**config.mk**
```make
export PLATFORM = sky130hd
export DESIGN_NAME = fsbw_fault_stop
export DESIGN_NICKNAME = d
export VERILOG_FILES = /design/src/fsbw_pkg.sv /design/src/fsbw_ms_tick.sv /design/src/fsbw_comm_watchdog.sv /design/src/fsbw_fault_stop.sv
export VERILOG_INCLUDE_DIRS = /design/src /design/src/src
export SDC_FILE = /design/constraint.sdc
export NUM_CORES = 1
export LEC_CHECK = 0
export CORE_ASPECT_RATIO = 0.6
export CORE_MARGIN = 2
export CORE_UTILIZATION = 30
export CTS_CLUSTER_SIZE = 12
export DETAILED_ROUTE_END_ITERATION = 6
export DONT_BUFFER_PORTS = 1
export HOLD_SLACK_MARGIN = 0.05
export PLACE_DENSITY = 0.54
export SLEW_MARGIN = 20
export SYNTH_ARGS = -nofsm -noshare
export SYNTH_HDL_FRONTEND = slang
export SYNTH_HIERARCHICAL = 1
export SYNTH_SLANG_ARGS = --single-unit
```
**constraint.sdc**
```tcl
create_clock -name clk_sys -period 4.5 [get_ports clk_sys]
set_input_delay 0.225 -clock clk_sys [delete_from_list [all_inputs] [get_ports clk_sys]]
set_output_delay 0.225 -clock clk_sys [all_outputs]
set_load 0.02 [all_outputs]
```
**src/fsbw_map.svh**
```systemverilog
`ifndef FSBW_MAP_SVH
`define FSBW_MAP_SVH
// clock rate and millisecond tick
`define FSBW_CLK_HZ 40000000
`define FSBW_MS_PER_S 1000
`define FSBW_MS_CYCLES (`FSBW_CLK_HZ / `FSBW_MS_PER_S)
// parameter defaults and limits
`define FSBW_BRAKE_TIME_DEF 15'h0000
`define FSBW_BRAKE_TIME_MAX 15'h7530
`define FSBW_STEP_LIMIT_DEF 12'h3E8
`define FSBW_STEP_LIMIT_MAX 12'hBB8
`define FSBW_SPEED_CEIL_DEF 6'h32
`define FSBW_SPEED_CEIL_MAX 6'h32
`define FSBW_COMM_TIMEOUT_DEF 14'h01F4
`define FSBW_COMM_TIMEOUT_MAX 14'h2710
`define FSBW_COMM_ACTION_DEF 5'h01
`define FSBW_COMM_ACTION_MIN 5'h01
`define FSBW_COMM_ACTION_MAX 5'h10
`define FSBW_ZERO_THR_DEF 6'h00
`define FSBW_STOP_SEQ_DEF 2'h0
// stop-sequence selector bits
`define FSBW_SEQ_DECEL_BIT 1
`define FSBW_SEQ_AFTER_BIT 0
`endif

```
**src/fsbw_pkg.sv**
```systemverilog
package fsbw_pkg;
  typedef enum logic [1:0] {
    FSBW_IDLE,
    FSBW_DECEL,
    FSBW_STOPPED
  } fsbw_stop_t;

  function automatic logic [14:0] fsbw_clamp15(input logic [14:0] v, input logic [14:0] mx);
    fsbw_clamp15 = (v > mx) ? mx : v;
  endfunction
endpackage

```
**src/fsbw_ms_tick.sv**
```systemverilog
`timescale 1ns/1ps
`include "fsbw_map.svh"
module fsbw_ms_tick (
  // clock and reset
  input wire logic clk_sys,
  input wire logic reset,
  // one-cycle pulse per millisecond
  output logic tick_q
);
  localparam logic [15:0] LAST = 16'(`FSBW_MS_CYCLES - 1);
  logic [15:0] cnt_q;

  always_ff @(posedge clk_sys or posedge reset) begin
    if (reset) begin
      cnt_q <= 16'h0000;
      tick_q <= 1'b0;
    end else if (cnt_q == LAST) begin
      cnt_q <= 16'h0000;
      tick_q <= 1'b1;
    end else begin
      cnt_q <= cnt_q + 16'h0001;
      tick_q <= 1'b0;
    end
  end
endmodule // fsbw_ms_tick

```
**src/fsbw_comm_watchdog.sv**
```systemverilog
`timescale 1ns/1ps
`include "fsbw_map.svh"
module fsbw_comm_watchdog (
  // clock and reset
  input wire logic clk_sys,
  input wire logic reset,
  input wire logic ms_tick,
  // configuration
  input wire logic [13:0] timeout_ms,
  // message arrival
  input wire logic msg_rx,
  // expiry pulse
  output logic expire_q
);
  logic [13:0] timer_q;
  logic armed_q;

  always_ff @(posedge clk_sys or posedge reset) begin
    if (reset) begin
      timer_q <= `FSBW_COMM_TIMEOUT_DEF;
      armed_q <= 1'b0;
      expire_q <= 1'b0;
    end else begin
      expire_q <= 1'b0;
      if (msg_rx) begin
        timer_q <= timeout_ms;
        armed_q <= 1'b1;
      end else if (armed_q && ms_tick) begin
        if (timer_q <= 14'h0001) begin
          timer_q <= 14'h0000;
          armed_q <= 1'b0;
          expire_q <= 1'b1;
        end else begin
          timer_q <= timer_q - 14'h0001;
        end
      end
    end
  end
endmodule // fsbw_comm_watchdog

```
**src/fsbw_fault_stop.sv**
```systemverilog
`timescale 1ns/1ps
`include "fsbw_map.svh"
// Contract
// - brake action time limit in ms, 0 to 30000, default 0, used after a fault.
// - braking deceleration ends at zero speed or when the time limit is reached.
// - past the time limit the brake is released even if speed is still high; with seq_q[0] set the code re-engages it at or below the ceiling.
// - current step limit in 0.1 percent, default 1000, up to 3000.
// - a demand step above the limit raises a collision fault and disables the motor.
// - brake speed ceiling in rps, 0 to 50, default 50.
// - the brake engages only once speed is at or below the ceiling.
// - communication timeout in ms, 0 to 10000, default 500.
// - each application message reloads the watchdog which then counts down.
// - at zero the selected action (1 to 16, default 1) is started.
module fsbw_fault_stop
  import fsbw_pkg::*;
(
  // clock and reset
  input wire logic clk_sys,
  input wire logic reset,
  // configuration
  input wire logic [14:0] brake_time_limit_param,
  input wire logic [5:0] zero_speed_threshold_param,
  input wire logic [11:0] current_step_limit_param,
  input wire logic [5:0] brake_speed_ceiling_param,
  input wire logic [13:0] comm_timeout_param,
  input wire logic [4:0] comm_loss_action_param,
  input wire logic [1:0] stop_seq_sel,
  // parameter load strobe
  input wire logic param_load,
  // drive status
  input wire logic fault_in,
  input wire logic fault_clear,
  input wire logic [5:0] motor_speed,
  // current loop demand, 0.1 percent, signed
  input wire logic demand_valid,
  input wire logic signed [12:0] current_demand,
  // network
  input wire logic msg_rx,
  // outputs
  output logic dyn_brake_q,
  output logic collision_fault_q,
  output logic motor_disable_q,
  output logic braking_active_q,
  output logic comm_loss_q,
  output logic [4:0] comm_loss_action_q
);
  // ----------------------------------------
  // range helpers
  // ----------------------------------------
  // speed at or below a limit
  function automatic logic fsbw_at_or_below(input logic [5:0] spd, input logic [5:0] lim);
    fsbw_at_or_below = (spd <= lim);
  endfunction

  // saturate a speed setting
  function automatic logic [5:0] fsbw_clamp6(input logic [5:0] v, input logic [5:0] mx);
    fsbw_clamp6 = (v > mx) ? mx : v;
  endfunction

  // hold an action code inside its window
  function automatic logic [4:0] fsbw_window5(input logic [4:0] v, input logic [4:0] lo,
                                              input logic [4:0] hi);
    if (v < lo) begin
      fsbw_window5 = lo;
    end else if (v > hi) begin
      fsbw_window5 = hi;
    end else begin
      fsbw_window5 = v;
    end
  endfunction

  // magnitude of a signed demand step
  function automatic logic [13:0] fsbw_abs14(input logic signed [13:0] v);
    fsbw_abs14 = v[13] ? 14'(-v) : 14'(v);
  endfunction

  // ----------------------------------------
  // stored parameters
  // ----------------------------------------
  logic [14:0] brake_time_q;
  logic [11:0] step_limit_q;
  logic [5:0] speed_ceil_q;
  logic [13:0] comm_timeout_q;
  logic [4:0] action_sel_q;
  logic [5:0] zero_thr_q;
  logic [1:0] seq_q;

  always_ff @(posedge clk_sys or posedge reset) begin
    if (reset) begin
      brake_time_q <= `FSBW_BRAKE_TIME_DEF;
      speed_ceil_q <= `FSBW_SPEED_CEIL_DEF;
      zero_thr_q <= `FSBW_ZERO_THR_DEF;
      seq_q <= `FSBW_STOP_SEQ_DEF;
    end else if (param_load) begin
      brake_time_q <= fsbw_clamp15(brake_time_limit_param, `FSBW_BRAKE_TIME_MAX);
      speed_ceil_q <= fsbw_clamp6(brake_speed_ceiling_param, `FSBW_SPEED_CEIL_MAX);
      zero_thr_q <= zero_speed_threshold_param;
      seq_q <= stop_seq_sel;
    end
  end

  always_ff @(posedge clk_sys or posedge reset) begin
    if (reset) begin
      step_limit_q <= `FSBW_STEP_LIMIT_DEF;
    end else if (param_load) begin
      step_limit_q <= 12'(fsbw_clamp15(15'(current_step_limit_param),
                                        15'(`FSBW_STEP_LIMIT_MAX)));
    end
  end

  always_ff @(posedge clk_sys or posedge reset) begin
    if (reset) begin
      comm_timeout_q <= `FSBW_COMM_TIMEOUT_DEF;
      action_sel_q <= `FSBW_COMM_ACTION_DEF;
    end else if (param_load) begin
      comm_timeout_q <= 14'(fsbw_clamp15(15'(comm_timeout_param),
                                          15'(`FSBW_COMM_TIMEOUT_MAX)));
      action_sel_q <= fsbw_window5(comm_loss_action_param, `FSBW_COMM_ACTION_MIN,
                                   `FSBW_COMM_ACTION_MAX);
    end
  end

  // ----------------------------------------
  // millisecond time base
  // ----------------------------------------
  logic ms_tick;

  fsbw_ms_tick u_tick (
    .clk_sys(clk_sys),
    .reset(reset),
    .tick_q(ms_tick)
  );

  // ----------------------------------------
  // post-fault stop sequence
  // ----------------------------------------
  fsbw_stop_t state_q;
  logic [14:0] elapsed_q;
  logic fault_d1_q;
  logic at_zero;
  logic time_up;
  logic below_ceil;

  // speed and elapsed-time tests
  assign at_zero = fsbw_at_or_below(motor_speed, zero_thr_q);
  assign time_up = (elapsed_q >= brake_time_q);
  assign below_ceil = fsbw_at_or_below(motor_speed, speed_ceil_q);

  // previous fault level, edge detect
  always_ff @(posedge clk_sys or posedge reset) begin
    if (reset) begin
      fault_d1_q <= 1'b0;
    end else begin
      fault_d1_q <= fault_in;
    end
  end

  always_ff @(posedge clk_sys or posedge reset) begin
    if (reset) begin
      state_q <= FSBW_IDLE;
    end else begin
      case (state_q)
        FSBW_IDLE: begin
          if (fault_in && !fault_d1_q) begin
            state_q <= FSBW_DECEL;
          end
        end
        FSBW_DECEL: begin
          if (at_zero || time_up) begin
            state_q <= FSBW_STOPPED;
          end
        end
        FSBW_STOPPED: begin
          if (fault_clear) begin
            state_q <= FSBW_IDLE;
          end
        end
        default: begin
          state_q <= FSBW_IDLE;
        end
      endcase
    end
  end

  always_ff @(posedge clk_sys or posedge reset) begin
    if (reset) begin
      elapsed_q <= 15'h0000;
    end else if (state_q != FSBW_DECEL) begin
      elapsed_q <= 15'h0000;
    end else if (ms_tick && elapsed_q != 15'h7FFF) begin
      elapsed_q <= elapsed_q + 15'h0001;
    end
  end

  // ----------------------------------------
  // stop outputs
  // ----------------------------------------
  // decel indication
  always_ff @(posedge clk_sys or posedge reset) begin
    if (reset) begin
      braking_active_q <= 1'b0;
    end else begin
      braking_active_q <= (state_q == FSBW_DECEL);
    end
  end

  // selector decode, speed ceiling, timed release
  always_ff @(posedge clk_sys or posedge reset) begin
    if (reset) begin
      dyn_brake_q <= 1'b0;
    end else begin
      case (state_q)
        FSBW_DECEL: begin
          dyn_brake_q <= seq_q[`FSBW_SEQ_DECEL_BIT] && below_ceil && !time_up;
        end
        FSBW_STOPPED: begin
          dyn_brake_q <= seq_q[`FSBW_SEQ_AFTER_BIT] && below_ceil;
        end
        default: begin
          dyn_brake_q <= 1'b0;
        end
      endcase
    end
  end

  // ----------------------------------------
  // collision detection
  // ----------------------------------------
  logic signed [12:0] prev_demand_q;
  logic prev_valid_q;
  logic signed [13:0] step;
  logic [13:0] step_abs;
  logic step_trip;

  assign step = 14'(current_demand) - 14'(prev_demand_q);
  assign step_abs = fsbw_abs14(step);
  assign step_trip = demand_valid && prev_valid_q && (step_abs > 14'(step_limit_q));

  always_ff @(posedge clk_sys or posedge reset) begin
    if (reset) begin
      prev_demand_q <= 13'h0000;
      prev_valid_q <= 1'b0;
    end else if (demand_valid) begin
      prev_demand_q <= current_demand;
      prev_valid_q <= 1'b1;
    end
  end

  // collision fault, set wins over clear
  always_ff @(posedge clk_sys or posedge reset) begin
    if (reset) begin
      collision_fault_q <= 1'b0;
    end else if (step_trip) begin
      collision_fault_q <= 1'b1;
    end else if (fault_clear) begin
      collision_fault_q <= 1'b0;
    end
  end

  always_ff @(posedge clk_sys or posedge reset) begin
    if (reset) begin
      motor_disable_q <= 1'b0;
    end else begin
      motor_disable_q <= collision_fault_q || (state_q != FSBW_IDLE);
    end
  end

  // ----------------------------------------
  // communication watchdog
  // ----------------------------------------
  logic wd_expire;

  fsbw_comm_watchdog u_wd (
    .clk_sys(clk_sys),
    .reset(reset),
    .ms_tick(ms_tick),
    .timeout_ms(comm_timeout_q),
    .msg_rx(msg_rx),
    .expire_q(wd_expire)
  );

  // ----------------------------------------
  // communication loss action
  // ----------------------------------------
  // latch selected action, set wins
  always_ff @(posedge clk_sys or posedge reset) begin
    if (reset) begin
      comm_loss_q <= 1'b0;
      comm_loss_action_q <= `FSBW_COMM_ACTION_DEF;
    end else if (wd_expire) begin
      comm_loss_q <= 1'b1;
      comm_loss_action_q <= action_sel_q;
    end else if (msg_rx || fault_clear) begin
      comm_loss_q <= 1'b0;
    end
  end
endmodule // fsbw_fault_stop

```
==> flow_summary.json, run 1 <==
{
  "p_seq_frac": 0.380,
  "hold_path_class": "input port to flip-flop",
  "synth.distinct_cells": 79,
  "synth_most_common_cell": "dfrtp_1",
  "wl_met1_um": 11400,
  "grt_pass1_wl_um": 33200,
  "dr_wl_met3_um": 955,
  "grt.overflow.total": 0,
  "track_usage": 0.159,
  "synthArstFlopShare": 1.00,
  "yosys.area_share.simple": 0.175,
  "total_power_mw": 3.71,
  "num_vias": 6149,
  "synth-edff-count": 0,
  "synth_commonest_cells": "dfrtp_1 (112), inv_1 (90), nand2_1 (90), ha_1 (60), o21ai_0 (51)",
  "first_global_vias": 5912,
  "first_iter_violations": 361,
  "clock_sinks": 135,
  "max-vdd-ir-drop_mv": 0.227,
  "max_slew_margin": 0.283,
  "synth.area.mux_share": 0.0235,
  "setup_violations": 0,
  "maxSlewViolCount": 0,
  "fin_crit_ns": 4.31,
  "top_layer": "met4",
  "rows": 45,
  "p_leak_nw": 4.34,
  "p_sw_frac": 0.295,
  "p_switching_mw": 1.10,
  "root_buffer": "clkbuf_16",
  "path_class": "flip-flop to flip-flop",
  "via_per_inst": 4.78,
  "cts_buffer_depth": 2,
  "cp-start-kind": "flip-flop",
  "core_area_um2": 25600,
  "synth_nets": 986,
  "max_freq_mhz": 232,
  "wirelength_um": 20900,
  "clkTransAtPathRegs_ns": 0.06,
  "ys.flop_type": "dfrtp_1",
  "routabilityCongestion": 0.844,
  "synthAdderAreaFrac": 0.0978,
  "synth_top_family_by_area": "simple AND/OR/NAND/NOR gates",
  "synth_top_cell_area_share": 0.356,
  "synthTopCellsByArea": "dfrtp_1 (36%), ha_1 (9.5%), dfstp_2 (7.7%)",
  "ant_nets": 0,
  "synth_xor_area_frac": 0.0535,
  "min_period_over_period": 0.958,
  "dieArea_um2": 27600,
  "drv_cap": 0,
  "area_growth_syn_to_layout_pct": 23.7,
  "setup_tns_ns": 0,
  "syn-cell-area_um2": 7880,
  "cp-end-kind": "flip-flop",
  "hold_violations": 0,
  "nFillCells": 2576,
  "cp_common_cell": "nand2_1",
  "clock_skew_ns": 0.00773,
  "seq_area_frac_synth": 0.432,
  "hpwlAfterDp_um": 14500,
  "pin_count": 96,
  "power_frac_comb": 0.225,
  "synthCells": 839,
  "status": "complete, no violations",
  "numCtsBuffers": 17,
  "crit_buf_inv": 0,
  "initial_utilization": 0.308,
  "nNetsFinal": 1067,
  "avgSynthCellArea_um2": 9.39,
  "portBuffers": 0,
  "worst_pin_slew_ns": 1.07,
  "power.density_nw_per_um2": 381,
  "dr_wl_met2_um": 8340,
  "fp.dieW_um": 213,
  "cp_slowest_cell": "fa_2",
  "crit_required_ns": 4.80,
  "wl_per_cell_um": 16.3,
  "cp_max_fo": 4,
  "critical_path.max_stage_delay_ns": 0.63,
  "drc": 0,
  "cpLargestDelayFamily": "simple AND/OR/NAND/NOR gates",
  "antenna_found_initial": 1,
  "multi_input_comb_area_um2": 4060,
  "synth-compound-area-share": 0.160,
  "h-tree-depth": 4,
  "p_int_mw": 2.62,
  "layout-drive-gt1-share": 0.105,
  "yosys.area.top_type": "dfrtp_1",
  "ys_warn_count": 6,
  "crit_arrival_ns": 4.61,
  "grt_max_degree": 84,
  "drt_first_pass_iters": 5,
  "regArea_um2": 3410,
  "clock_latency_ns": 0.43,
  "pwr-share-clk": 0.395,
  "worstPathCellList": "ha_4 > fa_2 > ha_4 > nor4bb_1 > and3_1 > a311oi_1 > nor2_1 > nand2_2 > or4b_4 > nand2_1 > xnor2_1 > ha_1 > nand2_1 > or2_1 > o32a_1 > nand2_2 > nand2_1 > o211ai_1 > o32ai_2",
  "die_h_um": 130,
  "synth-seq-cells": 135,
  "cts_tree": "built"
}
[placed cells by master, fill, tap and decap left out, types with 6 or more instances in the layout]
| cell | instances |
|---|---|
| o22ai_1 | 8 |
| o22a_1 | 14 |
| dfrtp_1 | 112 |
| dfstp_2 | 23 |
| buf_4 | 6 |
| or3_1 | 6 |
| xor2_1 | 12 |
| clkbuf_16 | 17 |
| mux2_2 | 12 |
| a21oi_1 | 24 |
| o21a_1 | 6 |
| nand4_1 | 12 |
| inv_1 | 89 |
| xnor2_1 | 33 |
| and2_1 | 16 |
| nand2_1 | 88 |
| o21ai_1 | 25 |
| nand2b_1 | 9 |
| dlygate4sd3_1 | 80 |
| nand3_1 | 33 |
| nor2_1 | 44 |
| and3_1 | 7 |
| a21o_1 | 12 |
| o21ai_0 | 50 |
| nor2b_1 | 8 |
| nor3_1 | 17 |
| ha_1 | 58 |
[path summary, 6_finish.rpt]
kind                                   startpoint  slack (ns)  cells past startpoint           endpoint
worst max register to register   prev_demand_q[0]        0.19                     19  collision_fault_q
min in group asynchronous                   reset        0.49                      2      u_tick/tick_q
worst min register to register  comm_timeout_q[5]        0.46                      2  comm_timeout_q[5]
max in group asynchronous                   reset        3.04                      3    step_limit_q[6]
worst max-delay path             prev_demand_q[0]        0.19                     19  collision_fault_q
worst min-delay path                       msg_rx        0.08                      2       u_wd/armed_q
[registers in the layout (all words and copies together) (netlist names), 2 cells and up]
signal and count:
zero_thr_q 6, elapsed_q 15, step_limit_q 12, seq_q 2, prev_demand_q 13, u_wd/timer_q 14
action_sel_q 5, brake_time_q 15, comm_timeout_q 14, speed_ceil_q 6, state_q 2, comm_loss_action_q 5
u_tick/cnt_q 16
[per-stage QoR]
stage	std cells	hold slack (ns)	utilization	area, µm²	worst slack [ns]
6_report	1286	0.0758	0.381	9750	0.190
5_1_grt	1286	0.0937	0.381	9750	-0.00712
4_1_cts	1282	0.0536	0.379	9690	0.0441
3_5_place_dp	1169	0.245	0.322	8240	0.0466
3_3_place_gp	1169	0.248	0.322	8240	0.180
2_1_floorplan	839	0.134	-	7880	0.423
[power by group through the flow]
stage | clock (mW) | combinational (mW) | sequential [mW]
5_1_grt | 1.55 | 0.953 | 1.42
6_report | 1.47 | 0.837 | 1.41
3_3_place_gp | 0 | 0.713 | 1.43
2_1_floorplan | 0 | 0.584 | 1.41
3_5_place_dp | 0 | 0.721 | 1.43
4_1_cts | 1.51 | 0.816 | 1.41
[cell families (layout without fill, tap and decap cells)]
group	after synthesis	count (layout)
AOI/OAI and AO/OA	191	191
xor gates and xnor gates	46	46
adders and majority gates	61	61
buffers and inverters	118	212
DFF	135	135
muxes	17	17
other	0	1
and+or+nand+nor	271	271
[repair_timing]
action | 4_1_cts | 5_1_grt
hold buffers | 81 | 0
buffers inserted | 0 | 3
pin swaps | 0 | 8
endpoints found under the hold margin | 182 | 0
gates resized for setup | 1 | 9
setup endpoints to repair | 1 | 1
[routing by layer]
metal,global-route usage,vias to the layer above
met4,0.0527,0
met2,0.213,108
met5,0,-
met1,0.245,2927
li1,-,3095
met3,0.0385,19
[worst register-to-register path, cell delays in order (launching register included)]
cell      delay [ns]
dfrtp_1         0.40
ha_4            0.18
fa_2            0.63
ha_4            0.17
nor4bb_1        0.17
and3_1          0.18
a311oi_1        0.06
nor2_1          0.18
nand2_2         0.10
or4b_4          0.50
nand2_1         0.10
xnor2_1         0.07
ha_1            0.32
nand2_1         0.07
or2_1           0.24
o32a_1          0.37
nand2_2         0.08
nand2_1         0.06
o211ai_1        0.20
o32ai_2         0.12
[area by class of cell]
cell class | instances | area share
Antenna cell | 1 | 0.000257
Clock buffer | 20 | 0.0479
Clock inverter | 12 | 0.0154
Inverter | 93 | 0.0364
Multi-Input combinational cell | 586 | 0.416
Sequential cell | 135 | 0.349
Tap cell | 352 | 0.0452
Timing Repair Buffer | 87 | 0.0896
Note: power is estimated with default switching activity, not from simulation.
==> inputs of run 2 (changes only) <==
==> constraint.sdc (replaced) <==
create_clock -name clk_sys -period 4.71 [get_ports clk_sys]
set_input_delay 0.2355 -clock clk_sys [delete_from_list [all_inputs] [get_ports clk_sys]]
set_output_delay 0.2355 -clock clk_sys [all_outputs]
set_load 0.02 [all_outputs]
==> run 2 against run 1 <==
Net effect:
- critical path depth is the same
- combinational power shrank 4.7%
- fmax shrank 2.7%
- register-to-register slack gained 0.09 ns
- critical path type unchanged
- global-route usage shrank 0.11 points
- sequential power shrank 4%
- final area shrank 0.71%
- worst hold slack gained 0.0047 ns
- clock skew shrank 0.00059 ns
- utilization shrank 0.27 points
==> flow_summary.json, run 2 (same netlist as run 1, synthesis figures left out) <==
{
  "status": "complete, no violations",
  "area_growth_syn_to_layout_pct": 22.9,
  "via_per_inst": 4.84,
  "fp.dieW_um": 213,
  "portBuffers": 0,
  "min_from": "msg_rx",
  "power.density_nw_per_um2": 356,
  "antenna_found_initial": 1,
  "root_buffer": "clkbuf_16",
  "layout.cells.most_common": "dfrtp_1",
  "grt.overflow.total": 0,
  "grt_max_degree": 83,
  "fin_area_um2": 9680,
  "top_register": "u_tick/cnt_q",
  "setup_violations": 0,
  "total_power_mw": 3.45,
  "path_class": "flip-flop to flip-flop",
  "hold_slack_ns": 0.0805,
  "min_to": "u_wd/armed_q",
  "first_iter_violations": 399,
  "hpwlAfterDp_um": 14300,
  "reg_top3": "u_tick/cnt_q: 16 flops, brake_time_q: 15 flops, elapsed_q: 15 flops",
  "critical_path.max_stage_delay_ns": 0.59,
  "cpLargestDelayFamily": "simple AND/OR/NAND/NOR gates",
  "cts_buffer_depth": 2,
  "r2r_end": "collision_fault_q",
  "crit_required_ns": 5.02,
  "worst_pin_slew_ns": 0.991,
  "track_usage": 0.158,
  "core_area_um2": 25600,
  "crit_buf_inv": 0,
  "drc": 0,
  "r2r_start": "prev_demand_q[0]",
  "cts_tree": "built",
  "worstPathCellList": "ha_1 > fa_2 > ha_4 > nor4bb_4 > and3_1 > a311oi_1 > nor2_1 > nand2_1 > or4b_4 > nand2_1 > xnor2_1 > ha_1 > nand2_1 > or2_1 > o32a_1 > nand2_1 > nand2_1 > and3b_1 > o32ai_2",
  "clkTransAtPathRegs_ns": 0.06,
  "routabilityCongestion": 0.853,
  "cp-end-kind": "flip-flop",
  "p_leak_nw": 4.31,
  "wl_per_cell_um": 16.0,
  "crit_cells": 19,
  "fin_crit_ns": 4.43,
  "hold_path_class": "input port to flip-flop",
  "place_area_um2": 8240,
  "pin_count": 96,
  "maxSlewViolCount": 0,
  "first_global_vias": 6002,
  "die_h_um": 130,
  "worst_slack_ns": 0.281,
  "layout-drive-gt1-share": 0.0989,
  "cp-start-kind": "flip-flop",
  "wirelength_um": 20500,
  "nNetsFinal": 1064,
  "post-cts-setup-buffers": 0,
  "hold_violations": 0,
  "rr_worst_depth": 19,
  "cp_max_fo": 4,
  "rsz0062_at_grt": "false",
  "max-vdd-ir-drop_mv": 0.150,
  "drt_first_pass_iters": 5,
  "max_slew_margin": 0.335,
  "clock_latency_ns": 0.44,
  "h-tree-depth": 4,
  "grt_pass1_wl_um": 33100,
  "ff2ff_setup_slack_ns": 0.28,
  "min_period_over_period": 0.940,
  "holdPathStages": 2,
  "cp_common_cell": "nand2_1",
  "initial_utilization": 0.308,
  "cp_slowest_cell": "fa_2",
  "crit_arrival_ns": 4.74,
  "clock_sinks": 135,
  "layout_common_cells": "dfrtp_1 (112), nand2_1 (90), inv_1 (89), dlygate4sd3_1 (80), ha_1 (59)",
  "ant_nets": 0,
  "numCtsBuffers": 17,
  "dieArea_um2": 27600,
  "setup_tns_ns": 0,
  "dp_slack_ns": 0.270,
  "rows": 45,
  "num_vias": 6215,
  "max_freq_mhz": 226,
  "largest_register_ffs": 16,
  "clock_skew_ns": 0.00714,
  "drv_cap": 0
}
[run 2: routing by layer]
layer	global-route usage	routed length (µm)	up-vias
li1	-	-	3086
met1	0.235	10800	2955
met2	0.215	8160	149
met3	0.0509	1250	25
met4	0.0466	230	0
met5	0	0	-
[run 2: layout make-up]
| class | instances | area [µm²] |
|---|---|---|
| Fill cell | 2591 | 15900 |
| Multi-Input combinational cell | 586 | 4060 |
| Sequential cell | 135 | 3410 |
| Timing Repair Buffer | 84 | 851 |
| Clock buffer | 22 | 474 |
| Tap cell | 352 | 440 |
| Inverter | 93 | 353 |
| Clock inverter | 10 | 96.3 |
| Antenna cell | 1 | 2.50 |
[run 2: worst max-delay path by stage]
stage / start / end / slack, ns
after detailed placement: prev_demand_q[0] / collision_fault_q / 0.27
after floorplan: prev_demand_q[0] / collision_fault_q / 0.63
after global routing: prev_demand_q[0] / collision_fault_q / 0.04
final: prev_demand_q[0] / collision_fault_q / 0.28
after CTS: prev_demand_q[0] / collision_fault_q / 0.24
after global placement: prev_demand_q[0] / collision_fault_q / 0.39
[run 2: timing repair]
item | CTS | global route
setup endpoints to repair | 0 | 1
resized for setup | 0 | 9
hold buffers | 81 | 0
endpoints found under the hold margin | 168 | 0
[run 2: report_power, final]
part | total (mW) | internal [mW] | switching (mW)
logic | 0.798 | 0.357 | 0.441
registers | 1.35 | 1.27 | 0.0773
clock network | 1.30 | 0.768 | 0.535
[run 2: stage by stage]
step           utilization  instances
4_1_cts              0.377       1282
5_1_grt              0.379       1283
3_3_place_gp         0.322       1169
6_report             0.379       1283
3_5_place_dp         0.322       1169
2_1_floorplan            -        839
[run 2: worst register-to-register path, cell delays in order (launching register included)]
cell,delay (ns)
dfrtp_1,0.38
ha_1,0.21
fa_2,0.59
ha_4,0.16
nor4bb_4,0.26
and3_1,0.18
a311oi_1,0.06
nor2_1,0.12
nand2_1,0.11
or4b_4,0.58
nand2_1,0.10
xnor2_1,0.07
ha_1,0.33
nand2_1,0.07
or2_1,0.25
o32a_1,0.36
nand2_1,0.09
nand2_1,0.07
and3b_1,0.23
o32ai_2,0.08
==> inputs of run 3 (changes only) <==
--- a/config.mk
+++ b/config.mk
@@ -6,6 +6,7 @@
 export SDC_FILE = /design/constraint.sdc
 export NUM_CORES = 1
 export LEC_CHECK = 0
+export ABC_AREA = 1
 export CORE_ASPECT_RATIO = 0.6
 export CORE_MARGIN = 2
 export CORE_UTILIZATION = 30
==> run 3 against run 2 <==
Net effect:
- the flow now finishes with violations (DRC)
- fmax grew 24%
- utilization shrank 0.80 points
- sequential cell count is the same
- sequential power is essentially flat
- non-clock buffer count is the same
- worst setup slack gained 0.86 ns
- clock-buffer cell count shrank 4
- clock power is essentially flat
- power grew 1.6%
==> flow_summary.json, run 3 <==
{
  "ff2ff_setup_slack_ns": 1.14,
  "largest_register_ffs": 16,
  "via_per_inst": 4.61,
  "cp-start-kind": "flip-flop",
  "cp-end-kind": "flip-flop",
  "layout_common_cells": "nand2_1 (275), inv_1 (186), dfrtp_1 (112), nor2_1 (92), nand3_1 (83)",
  "nFillCells": 2915,
  "holdPathStages": 3,
  "portBuffers": 0,
  "synthTopCellsByArea": "dfrtp_1 (33%), nand2_1 (12%), ha_1 (8.8%)",
  "p_int_mw": 2.32,
  "p_switching_mw": 1.18,
  "synth_commonest_cells": "nand2_1 (275), inv_1 (187), dfrtp_1 (112), nor2_1 (92), nand3_1 (83)",
  "drt_first_pass_iters": 7,
  "r2r_start": "prev_demand_q[0]",
  "wl_per_cell_um": 14.5,
  "power_frac_comb": 0.245,
  "clock_skew_ns": 0.0117,
  "top_layer": "met5",
  "dr_wl_met2_um": 9350,
  "p_sw_frac": 0.337,
  "fin_crit_ns": 3.57,
  "synth-edff-count": 0,
  "layout-drive-gt1-share": 0.0954,
  "nNetsFinal": 1361,
  "min_period_over_period": 0.759,
  "rr_worst_depth": 21,
  "ys.flop_type": "dfrtp_1",
  "track_usage": 0.162,
  "wirelength_um": 23100,
  "synth.distinct_cells": 55,
  "ys_warn_count": 6,
  "setup_violations": 0,
  "seq_area_frac_synth": 0.399,
  "dieArea_um2": 29900,
  "wl_met1_um": 12500,
  "min_to": "speed_ceil_q[2]",
  "diodes": 0,
  "r2r_end": "collision_fault_q",
  "grt_max_degree": 85,
  "rsz0062_at_grt": "false",
  "ctsResizeCount": 0,
  "worst_pin_slew_ns": 0.910,
  "p_seq_frac": 0.384,
  "hold_violations": 0,
  "post-cts-setup-buffers": 0,
  "top_register": "u_tick/cnt_q",
  "cts_tree": "built",
  "max-vdd-ir-drop_mv": 0.216,
  "crit_required_ns": 5.03,
  "ant_nets": 0,
  "violations": "DRC",
  "path_class": "flip-flop to flip-flop",
  "cp_max_fo": 3,
  "first_iter_violations": 501,
  "yosys.area.top_type": "dfrtp_1",
  "min_from": "brake_speed_ceiling_param[5]",
  "synthArstFlopShare": 1.00,
  "setup_tns_ns": 0,
  "rows": 47,
  "h-tree-depth": 4,
  "root_buffer": "clkbuf_16",
  "synthCells": 1134,
  "area_growth_syn_to_layout_pct": 20.6,
  "numCtsBuffers": 17,
  "core_area_um2": 27800,
  "max_slew_margin": 0.392,
  "fp.dieW_um": 222,
  "antenna_found_initial": 1,
  "die_h_um": 135,
  "routabilityCongestion": 0.853,
  "crit_arrival_ns": 3.89,
  "synth_most_common_cell": "nand2_1",
  "power.density_nw_per_um2": 340,
  "avgSynthCellArea_um2": 7.53,
  "syn-cell-area_um2": 8540,
  "dr_wl_met3_um": 1040,
  "fin_area_um2": 10300,
  "synth_top_cell_area_share": 0.328,
  "pin_count": 96,
  "hold_path_class": "input port to flip-flop",
  "grt_pass1_wl_um": 37800,
  "clock_latency_ns": 0.43,
  "place_area_um2": 8920,
  "reg_top3": "u_tick/cnt_q: 16 flops, brake_time_q: 15 flops, elapsed_q: 15 flops",
  "max_freq_mhz": 280,
  "clock_sinks": 135,
  "hpwlAfterDp_um": 16400,
  "num_vias": 7344,
  "clkTransAtPathRegs_ns": 0.06,
  "grt.overflow.total": 0,
  "synth-seq-cells": 135,
  "cts_buffer_depth": 2,
  "status": "finished with violations",
  "initial_utilization": 0.308,
  "first_global_vias": 6861,
  "layout.cells.most_common": "nand2_1",
  "p_leak_nw": 5.11,
  "maxSlewViolCount": 0,
  "drc": 1,
  "synth_nets": 1281,
  "drv_cap": 0,
  "pwr-share-clk": 0.370
}
[run 3: repair_timing]
action,in CTS,in global routing
endpoints found under the setup margin,0,0
hold endpoints to repair,171,0
hold buffers,80,0
[run 3: kinds of logic (layout without fill, tap and decap cells)]
family,after synthesis,count (layout),share of synthesized area
AND/OR/NAND/NOR,529,529,0.276
AO/OA/AOI/OAI,163,163,0.108
adder cells (fa/ha/maj),61,61,0.0903
XOR/XNOR,24,24,0.0255
flip-flops,135,135,0.399
buffers and inverters,222,315,0.100
[run 3: how the worst max path moves through the flow]
stage / startpoint / to / slack, ns / depth (start not counted)
detailed placement: prev_demand_q[0] / collision_fault_q / 1.16 / 21
floorplan: prev_demand_q[0] / collision_fault_q / 1.58 / 22
global route: prev_demand_q[0] / collision_fault_q / 0.75 / 21
finish: prev_demand_q[0] / collision_fault_q / 1.14 / 21
global placement: prev_demand_q[0] / collision_fault_q / 1.32 / 22
CTS: prev_demand_q[0] / collision_fault_q / 1.15 / 21
[run 3: per-stage QoR]
| step | utilization | power, mW | instances | hold WS (ns) | worst slack (ns) |
|---|---|---|---|---|---|
| floorplan | - | 1.98 | 1134 | 0.145 | 1.58 |
| global placement | 0.321 | 2.14 | 1482 | 0.267 | 1.32 |
| detailed placement | 0.321 | 2.15 | 1482 | 0.267 | 1.16 |
| CTS | 0.371 | 3.54 | 1594 | 0.0515 | 1.15 |
| global route | 0.371 | 3.75 | 1594 | 0.0806 | 0.748 |
| finish | 0.371 | 3.50 | 1594 | 0.0669 | 1.14 |
[run 3: final cells by class]
| class | instances | area [µm²] | area share |
|---|---|---|---|
| flip-flops and latches | 135 | 3410 | 0.331 |
| repair buffers | 84 | 848 | 0.0824 |
| multi-input cells | 777 | 4270 | 0.415 |
| well taps | 367 | 459 | 0.0446 |
| inverters | 199 | 751 | 0.0729 |
| clock buffers | 18 | 429 | 0.0417 |
| clock inverters | 14 | 128 | 0.0124 |
[run 3: power groups by stage]
stage	Combinational, mW	Clock (mW)	Sequential (mW)
floorplan	0.630	0	1.35
global placement	0.773	0	1.37
detailed placement	0.781	0	1.37
CTS	0.862	1.34	1.35
global route	0.997	1.39	1.36
finish	0.860	1.30	1.35
[run 3: per-layer routing]
layer,track usage,up-vias
met5,0,-
met4,0.0420,2
met3,0.0348,17
met2,0.228,130
met1,0.246,3408
li1,-,3787
[run 3: worst max-delay path, cell delays in order (launching register included)]
cell     delay [ns]
dfrtp_1        0.38
ha_1           0.21
fa_1           0.41
inv_1          0.11
nand3_1        0.09
nand3_1        0.10
nand2_1        0.09
inv_1          0.12
nand2_1        0.08
nor2_2         0.13
nand2_1        0.09
o31ai_2        0.21
xor2_1         0.17
inv_1          0.06
ha_1           0.31
nand4_1        0.15
nor4_1         0.37
a21oi_1        0.08
nor2_1         0.11
nand3_1        0.08
nand2_1        0.07
nand2_1        0.04
